===== src/nvm_cfg_params.svh =====
// Constants for the boost, pump and thermal configuration register bank
`ifndef NVM_CFG_PARAMS_SVH
`define NVM_CFG_PARAMS_SVH

// -----------------------------------------------------------------------------
// Register offsets on the host serial port
// -----------------------------------------------------------------------------
`define OFS_BOOST_TIMING_SLEW 8'h75
`define OFS_SUPPLY_PUMP 8'h76
`define OFS_EXT_THERMAL_LIMITS 8'h77
`define OFS_THERMAL_DERATING 8'h78

// -----------------------------------------------------------------------------
// Reset values and writable-bit masks
// -----------------------------------------------------------------------------
`define RST_BOOST_TIMING_SLEW 8'h06
`define RST_SUPPLY_PUMP 8'h8c
`define RST_EXT_THERMAL_LIMITS 8'hff
`define RST_THERMAL_DERATING 8'h3e
`define MASK_BOOST_TIMING_SLEW 8'hf7
`define MASK_SUPPLY_PUMP 8'h8f
`define MASK_EXT_THERMAL_LIMITS 8'hff
`define MASK_THERMAL_DERATING 8'hff

// -----------------------------------------------------------------------------
// Field positions
// -----------------------------------------------------------------------------
`define F_OFF_TIME 7:6
`define F_BLANK_TIME 5:4
`define F_SLEW 2:0
`define F_LOCKOUT 7
`define F_PUMP_CLK 3:2
`define F_PUMP_EN 1
`define F_SQUARE_EN 0
`define F_NTC_UPPER 7:4
`define F_NTC_LOWER 3:0
`define F_DERATE 7:6
`define F_STEP_PERIOD 5:1
`define F_NTC_EN 0

// -----------------------------------------------------------------------------
// Timing
// -----------------------------------------------------------------------------
`define CLK_MHZ 125
`define SQW_HALF_NS 5000
`define SQW_HALF_CYCLES ((`SQW_HALF_NS * `CLK_MHZ) / 1000)
`define SECOND_CYCLES 125000000

`endif


===== src/nvm_cfg_pkg.sv =====
// Types for the boost, pump and thermal configuration register bank
package nvm_cfg_pkg;

  // ---------------------------------------------------------------------------
  // Complete state of the register bank
  // ---------------------------------------------------------------------------
  typedef struct packed {
    logic [3:0][7:0] regs;
    logic [7:0] rd_data;
    logic [4:0] slew_cnt;
    logic slew_step;
    logic [31:0] tick_cnt;
    logic [6:0] sec_cnt;
    logic ntc_step;
    logic [9:0] sqw_cnt;
    logic pump_square_out_pin;
    logic sqw_run;
    logic pump_on;
    logic [7:0] off_time_ns;
    logic [7:0] blank_time_ns;
    logic [4:0] slew_div;
    logic lockout_3v0;
    logic [9:0] pump_clk_khz;
    logic [13:0] upper_res;
    logic [13:0] lower_res;
    logic [6:0] derate_c;
    logic derate_en;
    logic [6:0] step_s;
    logic ntc_en;
  } cfg_state_s;

endpackage


===== src/boost_cp_thermal_nvm_config.sv =====
// Boost, charge pump and thermal configuration register bank
`timescale 1ns/1ps
`include "nvm_cfg_params.svh"

module boost_cp_thermal_nvm_config #(
  parameter int SECOND_CYCLES = `SECOND_CYCLES
) (
  // Clock and reset
  input wire logic clk_sys,
  input wire logic rst,
  // Host serial port register access
  input wire logic reg_wr,
  input wire logic reg_rd,
  input wire logic [7:0] reg_addr,
  input wire logic [7:0] reg_wdata,
  output logic [7:0] reg_rdata,
  // Sequencing events from the rest of the device
  input wire logic soft_start,
  input wire logic pwm_cycle_start,
  // Boost converter settings
  output logic [7:0] off_time_ns,
  output logic [7:0] blank_time_ns,
  output logic [4:0] slew_div,
  output logic slew_step,
  // Supply and charge pump
  output logic lockout_3v0,
  output logic [9:0] pump_clk_khz,
  output logic pump_on,
  output logic pump_square_out_pin,
  // Thermal derating
  output logic [13:0] ntc_upper_res,
  output logic [13:0] ntc_lower_res,
  output logic derate_en,
  output logic [6:0] derate_c,
  output logic [6:0] ntc_step_s,
  output logic ntc_comp_enable,
  output logic ntc_step
);

  // ---------------------------------------------------------------------------
  // Lookup tables
  // ---------------------------------------------------------------------------

  // Both tables are pure decodes of stored bits and hold no state.

  // Resistance in units of 10 ohm, shared by both THERMISTOR_SENSOR limits.
  // Hundredths of a kilohm keep every entry exact in 14 bits, so the
  // comparator downstream sees the same figures software programmed.
  // The table falls with the code: a higher code means a hotter limit.
  function automatic logic [13:0] ntc_res(input logic [3:0] code);
    logic [13:0] r;
    r = 14'h0000;
    unique case (code)
      4'h0: r = 14'd7967;
      4'h1: r = 14'd4335;
      4'h2: r = 14'd2977;
      4'h3: r = 14'd2267;
      4'h4: r = 14'd1830;
      4'h5: r = 14'd1534;
      4'h6: r = 14'd1321;
      4'h7: r = 14'd1160;
      4'h8: r = 14'd1034;
      4'h9: r = 14'd932;
      4'ha: r = 14'd849;
      4'hb: r = 14'd779;
      4'hc: r = 14'd720;
      4'hd: r = 14'd669;
      4'he: r = 14'd625;
      4'hf: r = 14'd587;
    endcase
    return r;
  endfunction

  // PWM cycles between slew steps.
  // Codes 0 to 5 count up by one; the two top codes jump to 8 and 16,
  // which is why this is a table and not a plain add.
  function automatic logic [4:0] slew_cycles(input logic [2:0] code);
    logic [4:0] n;
    n = 5'h01;
    unique case (code)
      3'h6: n = 5'h08;
      3'h7: n = 5'h10;
      default: n = {2'h0, code} + 5'h01;
    endcase
    return n;
  endfunction

  // ---------------------------------------------------------------------------
  // State
  // ---------------------------------------------------------------------------
  // Registered copy and its next value; every output is read from st,
  // so no port carries a combinational path from the host bus.
  nvm_cfg_pkg::cfg_state_s st;
  nvm_cfg_pkg::cfg_state_s next_st;

  // Masks and reset images come from the header, so a changed reset
  // value or a newly reserved bit needs no edit in this file.
  localparam logic [7:0] base_ofs = `OFS_BOOST_TIMING_SLEW;
  localparam logic [31:0] tick_last = 32'(SECOND_CYCLES - 1);
  localparam logic [9:0] sqw_last = 10'(`SQW_HALF_CYCLES - 1);
  localparam logic [3:0][7:0] reg_mask = {`MASK_THERMAL_DERATING,
    `MASK_EXT_THERMAL_LIMITS, `MASK_SUPPLY_PUMP, `MASK_BOOST_TIMING_SLEW};
  localparam logic [3:0][7:0] reg_reset = {`RST_THERMAL_DERATING,
    `RST_EXT_THERMAL_LIMITS, `RST_SUPPLY_PUMP, `RST_BOOST_TIMING_SLEW};

  // The four registers sit back to back above the base offset, so one
  // subtraction and one compare give both the hit and the index.
  logic [7:0] rel_addr;
  logic hit;
  logic [7:0] r21;
  logic [7:0] r22;
  logic [7:0] r23;
  logic [7:0] r24;
  logic [6:0] step_len;

  assign rel_addr = reg_addr - base_ofs;
  assign hit = (rel_addr < 8'h04);
  // Short aliases for the four stored registers
  assign r21 = st.regs[0];
  assign r22 = st.regs[1];
  assign r23 = st.regs[2];
  assign r24 = st.regs[3];
  // Step length in seconds: twice the code plus two, at most 64
  assign step_len = {1'b0, r24[`F_STEP_PERIOD], 1'b0} + 7'h02;

  // ---------------------------------------------------------------------------
  // Next-state logic
  // ---------------------------------------------------------------------------
  always_comb begin
    // Start from the held state; the two strobes are one-cycle pulses
    // and drop back to zero unless their counter fires this cycle.
    next_st = st;
    next_st.slew_step = 1'b0;
    next_st.ntc_step = 1'b0;

    // Register writes; masked bits stay zero whatever the host sends.
    // An address outside the bank never matches, so stray writes to
    // neighbouring registers leave this bank untouched.
    for (int i = 0; i < 4; i++) begin
      if (reg_wr && hit && rel_addr[1:0] == 2'(i)) begin
        next_st.regs[i] = reg_wdata & reg_mask[i];
      end
    end

    // Unmapped reads give zero; the read data holds until the next read.
    // A write and a read in the same cycle return the old contents,
    // because the read takes the stored value before the write lands.
    if (reg_rd) begin
      next_st.rd_data = hit ? st.regs[rel_addr[1:0]] : 8'h00;
    end

    // Decoded boost timing.
    // Figures are in nanoseconds, so the switch controller needs no
    // table of its own; they are re-decoded every cycle from the register.
    unique case (r21[`F_OFF_TIME])
      2'h0: next_st.off_time_ns = 8'd131;
      2'h1: next_st.off_time_ns = 8'd68;
      2'h2: next_st.off_time_ns = 8'd38;
      2'h3: next_st.off_time_ns = 8'd24;
    endcase
    unique case (r21[`F_BLANK_TIME])
      2'h0: next_st.blank_time_ns = 8'd162;
      2'h1: next_st.blank_time_ns = 8'd88;
      2'h2: next_st.blank_time_ns = 8'd63;
      2'h3: next_st.blank_time_ns = 8'd40;
    endcase
    next_st.slew_div = slew_cycles(r21[`F_SLEW]);

    // Slew pacing: one step pulse every slew_div PWM cycles.
    // The count is not cleared when the pace changes; a shorter pace
    // may fire one early step, but never misses one.
    if (pwm_cycle_start) begin
      if (st.slew_cnt + 5'h01 >= st.slew_div) begin
        next_st.slew_cnt = 5'h00;
        next_st.slew_step = 1'b1;
      end else begin
        next_st.slew_cnt = st.slew_cnt + 5'h01;
      end
    end

    // Supply lockout and pump clock selection.
    // The lower lockout level is only safe with a slow PLL; that choice
    // belongs to the configuring software, this bank just passes it on.
    next_st.lockout_3v0 = r22[`F_LOCKOUT];
    unique case (r22[`F_PUMP_CLK])
      2'h0: next_st.pump_clk_khz = 10'd104;
      2'h1: next_st.pump_clk_khz = 10'd208;
      2'h2: next_st.pump_clk_khz = 10'd417;
      2'h3: next_st.pump_clk_khz = 10'd833;
    endcase

    // Pump and square wave start only at soft start, stop when bit clears.
    // Setting an enable bit alone does nothing until the next soft start,
    // while clearing it stops pump_on within one cycle and the square pin within two.
    if (!r22[`F_PUMP_EN]) begin
      next_st.pump_on = 1'b0;
    end else if (soft_start) begin
      next_st.pump_on = 1'b1;
    end
    if (!r22[`F_SQUARE_EN]) begin
      next_st.sqw_run = 1'b0;
    end else if (soft_start) begin
      next_st.sqw_run = 1'b1;
    end

    // Equal high and low halves give the 50% duty cycle.
    // Each half is 625 clock cycles, 5 us at the 125 MHz system clock;
    // the pin is forced low when stopped so it never parks high.
    if (st.sqw_run) begin
      if (st.sqw_cnt == sqw_last) begin
        next_st.sqw_cnt = 10'h000;
        next_st.pump_square_out_pin = ~st.pump_square_out_pin;
      end else begin
        next_st.sqw_cnt = st.sqw_cnt + 10'h001;
      end
    end else begin
      next_st.sqw_cnt = 10'h000;
      next_st.pump_square_out_pin = 1'b0;
    end

    // Thermal thresholds.
    // Derating code 0 switches the function off and reports 0 degrees,
    // so the enable and the temperature never disagree.
    next_st.upper_res = ntc_res(r23[`F_NTC_UPPER]);
    next_st.lower_res = ntc_res(r23[`F_NTC_LOWER]);
    next_st.derate_en = (r24[`F_DERATE] != 2'h0);
    unique case (r24[`F_DERATE])
      2'h0: next_st.derate_c = 7'd0;
      2'h1: next_st.derate_c = 7'd90;
      2'h2: next_st.derate_c = 7'd100;
      2'h3: next_st.derate_c = 7'd110;
    endcase
    next_st.step_s = step_len;
    next_st.ntc_en = r24[`F_NTC_EN];

    // Step timer runs only while compensation is on, so it restarts cleanly.
    // The seconds prescaler is a parameter so simulation can shorten it;
    // a full-length second is 125 million cycles of the system clock.
    if (!r24[`F_NTC_EN]) begin
      next_st.tick_cnt = 32'h0000_0000;
      next_st.sec_cnt = 7'h00;
    end else if (st.tick_cnt >= tick_last) begin
      next_st.tick_cnt = 32'h0000_0000;
      if (st.sec_cnt + 7'h01 >= step_len) begin
        next_st.sec_cnt = 7'h00;
        next_st.ntc_step = 1'b1;
      end else begin
        next_st.sec_cnt = st.sec_cnt + 7'h01;
      end
    end else begin
      next_st.tick_cnt = st.tick_cnt + 32'h0000_0001;
    end
  end

  // ---------------------------------------------------------------------------
  // State register
  // ---------------------------------------------------------------------------
  // Synchronous reset loads the stored-bank image and clears the pulses;
  // the decoded outputs follow from it one edge after reset is released,
  // which is why they read zero while reset is held, except slew_div, which reads one.
  always_ff @(posedge clk_sys) begin
    if (rst) begin
      st <= '0;
      st.regs <= reg_reset;
      st.slew_div <= 5'h01;
    end else begin
      st <= next_st;
    end
  end

  // Outputs straight from the state flops.
  // Plain wires only, so every port changes just after a clock edge.
  assign reg_rdata = st.rd_data;
  assign off_time_ns = st.off_time_ns;
  assign blank_time_ns = st.blank_time_ns;
  assign slew_div = st.slew_div;
  assign slew_step = st.slew_step;
  assign lockout_3v0 = st.lockout_3v0;
  assign pump_clk_khz = st.pump_clk_khz;
  assign pump_on = st.pump_on;
  assign pump_square_out_pin = st.pump_square_out_pin;
  assign ntc_upper_res = st.upper_res;
  assign ntc_lower_res = st.lower_res;
  assign derate_en = st.derate_en;
  assign derate_c = st.derate_c;
  assign ntc_step_s = st.step_s;
  assign ntc_comp_enable = st.ntc_en;
  assign ntc_step = st.ntc_step;

endmodule


===== config.mk =====
export PLATFORM = sky130hd
export DESIGN_NAME = boost_cp_thermal_nvm_config
export DESIGN_NICKNAME = d
export VERILOG_FILES = /design/src/nvm_cfg_pkg.sv /design/src/boost_cp_thermal_nvm_config.sv
export VERILOG_INCLUDE_DIRS = /design/src
export SDC_FILE = /design/constraint.sdc
export NUM_CORES = 1
export LEC_CHECK = 0
export BUFFER_PORTS_ARGS = -buffer_cell sky130_fd_sc_hd__buf_2
export CORE_UTILIZATION = 40
export CTS_BUF_LIST = sky130_fd_sc_hd__clkbuf_8
export DETAILED_ROUTE_END_ITERATION = 16
export GPL_TIMING_DRIVEN = 0
export SLEW_MARGIN = 20
export SYNTH_ARGS = -nofsm -noshare
export SYNTH_HDL_FRONTEND = slang
export SYNTH_SLANG_ARGS = --single-unit

===== constraint.sdc =====
create_clock -name clk_sys -period 4.1 [get_ports clk_sys]
set_input_delay 1.23 -clock clk_sys [delete_from_list [all_inputs] [get_ports clk_sys]]
set_output_delay 1.23 -clock clk_sys [all_outputs]
set_load 0.03 [all_outputs]

==> results.json, run 1 <==
{
  "maxSlewHeadroom_pct": 53.3,
  "stdcell_area_um2": 8830,
  "clk_path_buf_depth": 2,
  "hpwl_um": 11600,
  "drc": 0,
  "fin_crit_ns": 3.15,
  "initial_utilization_pct": 40.7,
  "antenna_found_initial": 2,
  "drv_cap": 0,
  "period_share_pct": 76.8,
  "postPlaceCellArea_um2": 8460,
  "setup_slack_ns": 0.950,
  "synth.cell_area_um2": 7620,
  "routedWlPerCell_um": 13.0,
  "die_w_um": 140,
  "synth_top_area_cell": "dfxtp_1",
  "grt.total_usage_pct": 16.7,
  "cts_root_buf": "clkbuf_8",
  "antenna_left": 0,
  "grt_max_degree": 17,
  "synth.yosys.seq_area_share_pct": 41.8,
  "syn_inst": 824,
  "num_rows": 50,
  "io_pins": 110,
  "grt_pass1_vias": 5250,
  "fin_cells": 1204,
  "cts_setup_buffers": 0,
  "final_cell_mix": "dfxtp_1, buf_2, nor2_1",
  "clk_pin_slew_ns": 0.09,
  "first_pass_iters": 4,
  "outcome": "finished clean",
  "setup_tns_ns": 0,
  "rsz0062_at_grt": "no",
  "routed_wl_um": 15600,
  "finalHoldViolCount": 0,
  "overflow": 0,
  "power_uw": 2820,
  "crit_fanout": 10,
  "first_iter_violations": 247,
  "worst-endpoint-required_ns": 4.42,
  "critPathLaunchType": "primary input",
  "slew_viol_final": 0,
  "worst_pin_slew_ns": 0.700,
  "finClkSkew_ns": 0.0143,
  "power.density_nw_per_um2": 319,
  "via_count": 5686,
  "cp-end-kind": "register",
  "power_leakage_uw": 0.00414,
  "yosysWarnings": 0,
  "syn_to_final_growth_pct": 15.9,
  "nFillCells": 1877,
  "ir_worst_vdd_uv": 181,
  "max_freq_ghz": 0.318,
  "hp-class": "register to register",
  "viasPerCell": 4.72,
  "arrival_ns": 3.47,
  "fp.coreArea_um2": 18700,
  "syn_area_per_cell_um2": 9.24,
  "numPlacedInstances": 1171,
  "clock_sinks": 159,
  "setup_violations": 0,
  "ys_seq_elements": 159,
  "place_ws_ns": 0.498,
  "ys.flop_type": "dfxtp_1",
  "die_h_um": 140,
  "grt_pass1_wl_um": 26000,
  "layout-drive-gt1-share_pct": 24.3,
  "gp_congestion": 0.824,
  "ctsResizeCount": 0,
  "synth-async-reset-ratio_pct": 0,
  "dieArea_um2": 19600,
  "numCtsBuffers": 17,
  "hold_buffers": 0,
  "clock_latency_ns": 0.46,
  "h-tree-depth": 4,
  "numPortBuffers": 103,
  "yosysUniqueCellTypes": 57,
  "cts_tree": "yes",
  "mostFrequentLayoutCell": "dfxtp_1",
  "synth_area_leaders": "dfxtp_1, ha_1, buf_4, nor2_1, mux2i_1",
  "path_class": "primary input to register",
  "final_nets": 1030,
  "yosysTopAreaCellShare_pct": 41.8,
  "synth_edf_count": 0
}
-- report_power, final --
part           total [µW]  switching, µW  internal, µW
clock                1080            639           439
combinational         175            109          65.9
sequential           1570           6.55          1560
total                2820            755          2070
-- cells by family after synthesis --
| family | count (synthesis) | synth area share, % |
|---|---|---|
| adders and majority gates | 52 | 8.54 |
| DFF | 159 | 41.8 |
| AOI/OAI and AO/OA | 92 | 8.33 |
| xor gates and xnor gates | 45 | 5.17 |
| and+or+nand+nor | 288 | 18.6 |
| other | 1 | 0.0492 |
| muxes | 39 | 5.95 |
| buffers and inverters | 148 | 11.5 |
-- final cells by class --
type	instances	area (µm²)	area share (%)
multi-input cells	527	3590	40.7
flip-flops and latches	159	3180	36.1
plain buffers	111	738	8.36
repair buffers	103	515	5.84
well taps	234	293	3.32
clock buffers	17	234	2.65
inverters	37	139	1.57
clock inverters	15	130	1.47
diodes	1	2.50	0.0283
-- worst paths after layout --
kind	from	to	slack (ns)	cells after the start
min	st[97]$_SDFF_PP0_	st[97]$_SDFF_PP0_	0.45	1
max reg2reg	st[90]$_SDFFE_PP0P_	st[95]$_SDFFE_PP0P_	1.78	9
min reg2reg	st[97]$_SDFF_PP0_	st[97]$_SDFF_PP0_	0.45	1
max	reg_addr[0]	reg_rdata[0]$_SDFFE_PP0P_	0.95	8
-- synth_stat cells, drive strengths merged (6+ instances only) --
library cell and n:
nor3 16, nor2b 28, clkbuf 21, and2 6, inv 37, ha 52
o22ai 8, nand2b 7, nor4 11, and3 10, nand3 29, buf 90
o21ai 15, a21oi 26, dfxtp 159, nor2 104, xnor2 31, a211oi 10
mux2i 34, nand2 47, xor2 14, nand4 8
-- stage by stage --
step           hold slack, ns  utilization, %
6_report                0.446            47.2
5_1_grt                 0.465            47.2
4_1_cts                 0.447            47.2
3_5_place_dp            0.430            45.2
3_3_place_gp            0.427            45.2
2_1_floorplan           0.411               -
-- critical path, cell delays in order --
cell and delay (ns):
buf_2 0.12, buf_2 0.26, inv_1 0.19, ha_1 0.31, clkbuf_1 0.53, mux4_2 0.61, a21oi_1 0.16, nor2_1 0.05
-- registers in the layout, indices dropped and copies added (netlist names), 4 cells and up --
| signal | cells |
|---|---|
| st | 55 |
| r24 | 8 |
| off_time_ns | 6 |
| blank_time_ns | 7 |
| r22 | 5 |
| r23 | 8 |
| pump_clk_khz | 7 |
| reg_rdata | 8 |
| ntc_upper_res | 13 |
| ntc_step_s | 6 |
| r21 | 7 |
| ntc_lower_res | 13 |
| slew_div | 5 |
| derate_c | 4 |
-- layer usage --
layer	GRT usage, %	wire, µm	up-vias
li1	-	-	2949
met1	22.2	7590	2581
met2	26.2	6910	125
met3	3.86	792	27
met4	6.71	295	4
met5	0	31	-
(Power assumes the default switching activity.)
==> run 2, diff against run 1 <==
==> constraint.sdc (replaced) <==
create_clock -name clk_sys -period 2.7 [get_ports clk_sys]
set_input_delay 0.81 -clock clk_sys [delete_from_list [all_inputs] [get_ports clk_sys]]
set_output_delay 0.81 -clock clk_sys [all_outputs]
set_load 0.03 [all_outputs]
==> run 2 against run 1 <==
  * Global-route usage stayed put
  * Non-clock buffer count unchanged
  * Die area unchanged
  * Critical path type unchanged
  * Final cell count unchanged
  * Worst setup slack lost 0.87 ns
  * Clock skew rose by 0.0018 ns
  * Utilization hardly changed
==> results.json, run 2 (synthesized netlist as in run 1, its figures left out) <==
{
  "numPortBuffers": 103,
  "cp-end-kind": "register",
  "hpwl_um": 11600,
  "pwr-share-clk_pct": 38.2,
  "crit_fanout": 10,
  "final_nets": 1030,
  "finClkSkew_ns": 0.0160,
  "routed_wl_um": 15700,
  "antenna_found_initial": 2,
  "syn_to_final_growth_pct": 16.0,
  "io_pins": 110,
  "first_pass_iters": 5,
  "rsz0062_at_grt": "yes",
  "setup_violations": 0,
  "met1_length_um": 7670,
  "viasPerCell": 4.72,
  "ir_worst_vdd_uv": 273,
  "layout-drive-gt1-share_pct": 24.4,
  "die_w_um": 140,
  "power_uw": 4280,
  "finalHoldViolCount": 0,
  "overflow": 0,
  "p_sw_share_pct": 26.8,
  "grt.total_usage_pct": 16.7,
  "grt_max_degree": 17,
  "gp_congestion": 0.824,
  "cts_root_buf": "clkbuf_8",
  "clk_pin_slew_ns": 0.09,
  "slew_viol_final": 0,
  "drc": 0,
  "power.density_nw_per_um2": 485,
  "final_cell_mix": "dfxtp_1, buf_2, nor2_1",
  "antenna_left": 0,
  "regMostFlops": "st",
  "r2r_slack_ns": 0.37,
  "hp-class": "register to register",
  "stdcell_area_um2": 8830,
  "critPathLaunchType": "primary input",
  "outcome": "finished clean",
  "num_rows": 50,
  "postPlaceCellArea_um2": 8460,
  "worst-endpoint-required_ns": 3.03,
  "h-tree-depth": 4,
  "p_sw_uw": 1150,
  "numPlacedInstances": 1171,
  "routedWlPerCell_um": 13.0,
  "arrival_ns": 2.94,
  "dieArea_um2": 19600,
  "clock_sinks": 159,
  "cts_tree": "yes",
  "clk_path_buf_depth": 2,
  "maxSlewHeadroom_pct": 54.5,
  "mostFrequentLayoutCell": "dfxtp_1",
  "fp.coreArea_um2": 18700,
  "clock_latency_ns": 0.46,
  "fin_crit_ns": 2.62,
  "initial_utilization_pct": 40.7,
  "grt_pass1_vias": 5250,
  "fin_cells": 1204,
  "max_freq_ghz": 0.382,
  "first_iter_violations": 267,
  "met3_length_um": 762,
  "via_count": 5683,
  "numCtsBuffers": 17,
  "route.met2.wl_um": 6920,
  "combPwrFrac_pct": 6.2,
  "ctsResizeCount": 0,
  "highest_layer": "met5",
  "power_leakage_uw": 0.00415,
  "seqPwrFrac_pct": 55.5,
  "internal_power_uw": 3140,
  "die_h_um": 140,
  "worst_pin_slew_ns": 0.683,
  "drv_cap": 0,
  "period_share_pct": 96.9,
  "largest_register_ffs": 55,
  "holdWs_ns": 0.446,
  "path_class": "primary input to register",
  "grt_pass1_wl_um": 26000
}
==> run 2: cell types whose count changed in the layout (fill, tap and decap cells not counted), sizes merged <==
cell	previous run	this run
clkbuf	38	37
buf	193	194
==> run 2: area by class of cell <==
class                      count  area, µm²
fill                        1875       9870
antenna                        1       2.50
buffer                       110        734
inverter                      37        139
clock buffer                  17        234
multi-input combinational    527       3590
sequential                   159       3180
clock inverter                15        130
timing repair buffer         104        523
tap                          234        293
==> run 2: metal layers <==
layer  up-vias  track usage [%]
li1       2953                -
met1      2575             22.2
met2       123             26.2
met3        28             3.86
met4         4             6.71
met5         -                0
==> run 2: what timing repair did <==
item | 4_1_cts | 5_1_grt
buffers inserted | 0 | 1
hold endpoints to repair | 0 | 0
hold buffers | 0 | 0
endpoints found under the setup margin | 0 | 16
==> run 2: power groups by stage <==
stage	combinational [µW]	sequential, µW	clock [µW]
floorplan	184	2440	0
global placement	266	2430	0
detailed placement	268	2440	0
CTS	268	2380	1700
global route	290	2380	1800
finish	267	2380	1640
==> run 2: per-stage QoR <==
stage	util, %	setup slack (ns)	TNS, ns
after floorplan	-	0.0454	0
after global placement	45.2	-0.466	-11.28
after detailed placement	45.2	-0.482	-11.75
after CTS	47.2	0.0105	0
after global routing	47.2	-0.0261	-0.117
final	47.2	0.0850	0
==> run 2: final timing paths <==
check                            from                   to  depth (start not counted)
setup / recovery          reg_addr[0]  r23[2]$_SDFFE_PP1P_                          8
hold / removal      st[97]$_SDFF_PP0_    st[97]$_SDFF_PP0_                          1
setup reg to reg  st[90]$_SDFFE_PP0P_  st[96]$_SDFFE_PP0P_                          9
hold reg to reg     st[97]$_SDFF_PP0_    st[97]$_SDFF_PP0_                          1
==> run 2: critical path, stage by stage <==
cell and delay, ns:
buf_2 0.12, buf_2 0.26, inv_1 0.19, ha_1 0.28, o41ai_4 0.51, nand4_2 0.42, mux2i_1 0.27, nand2_1 0.07
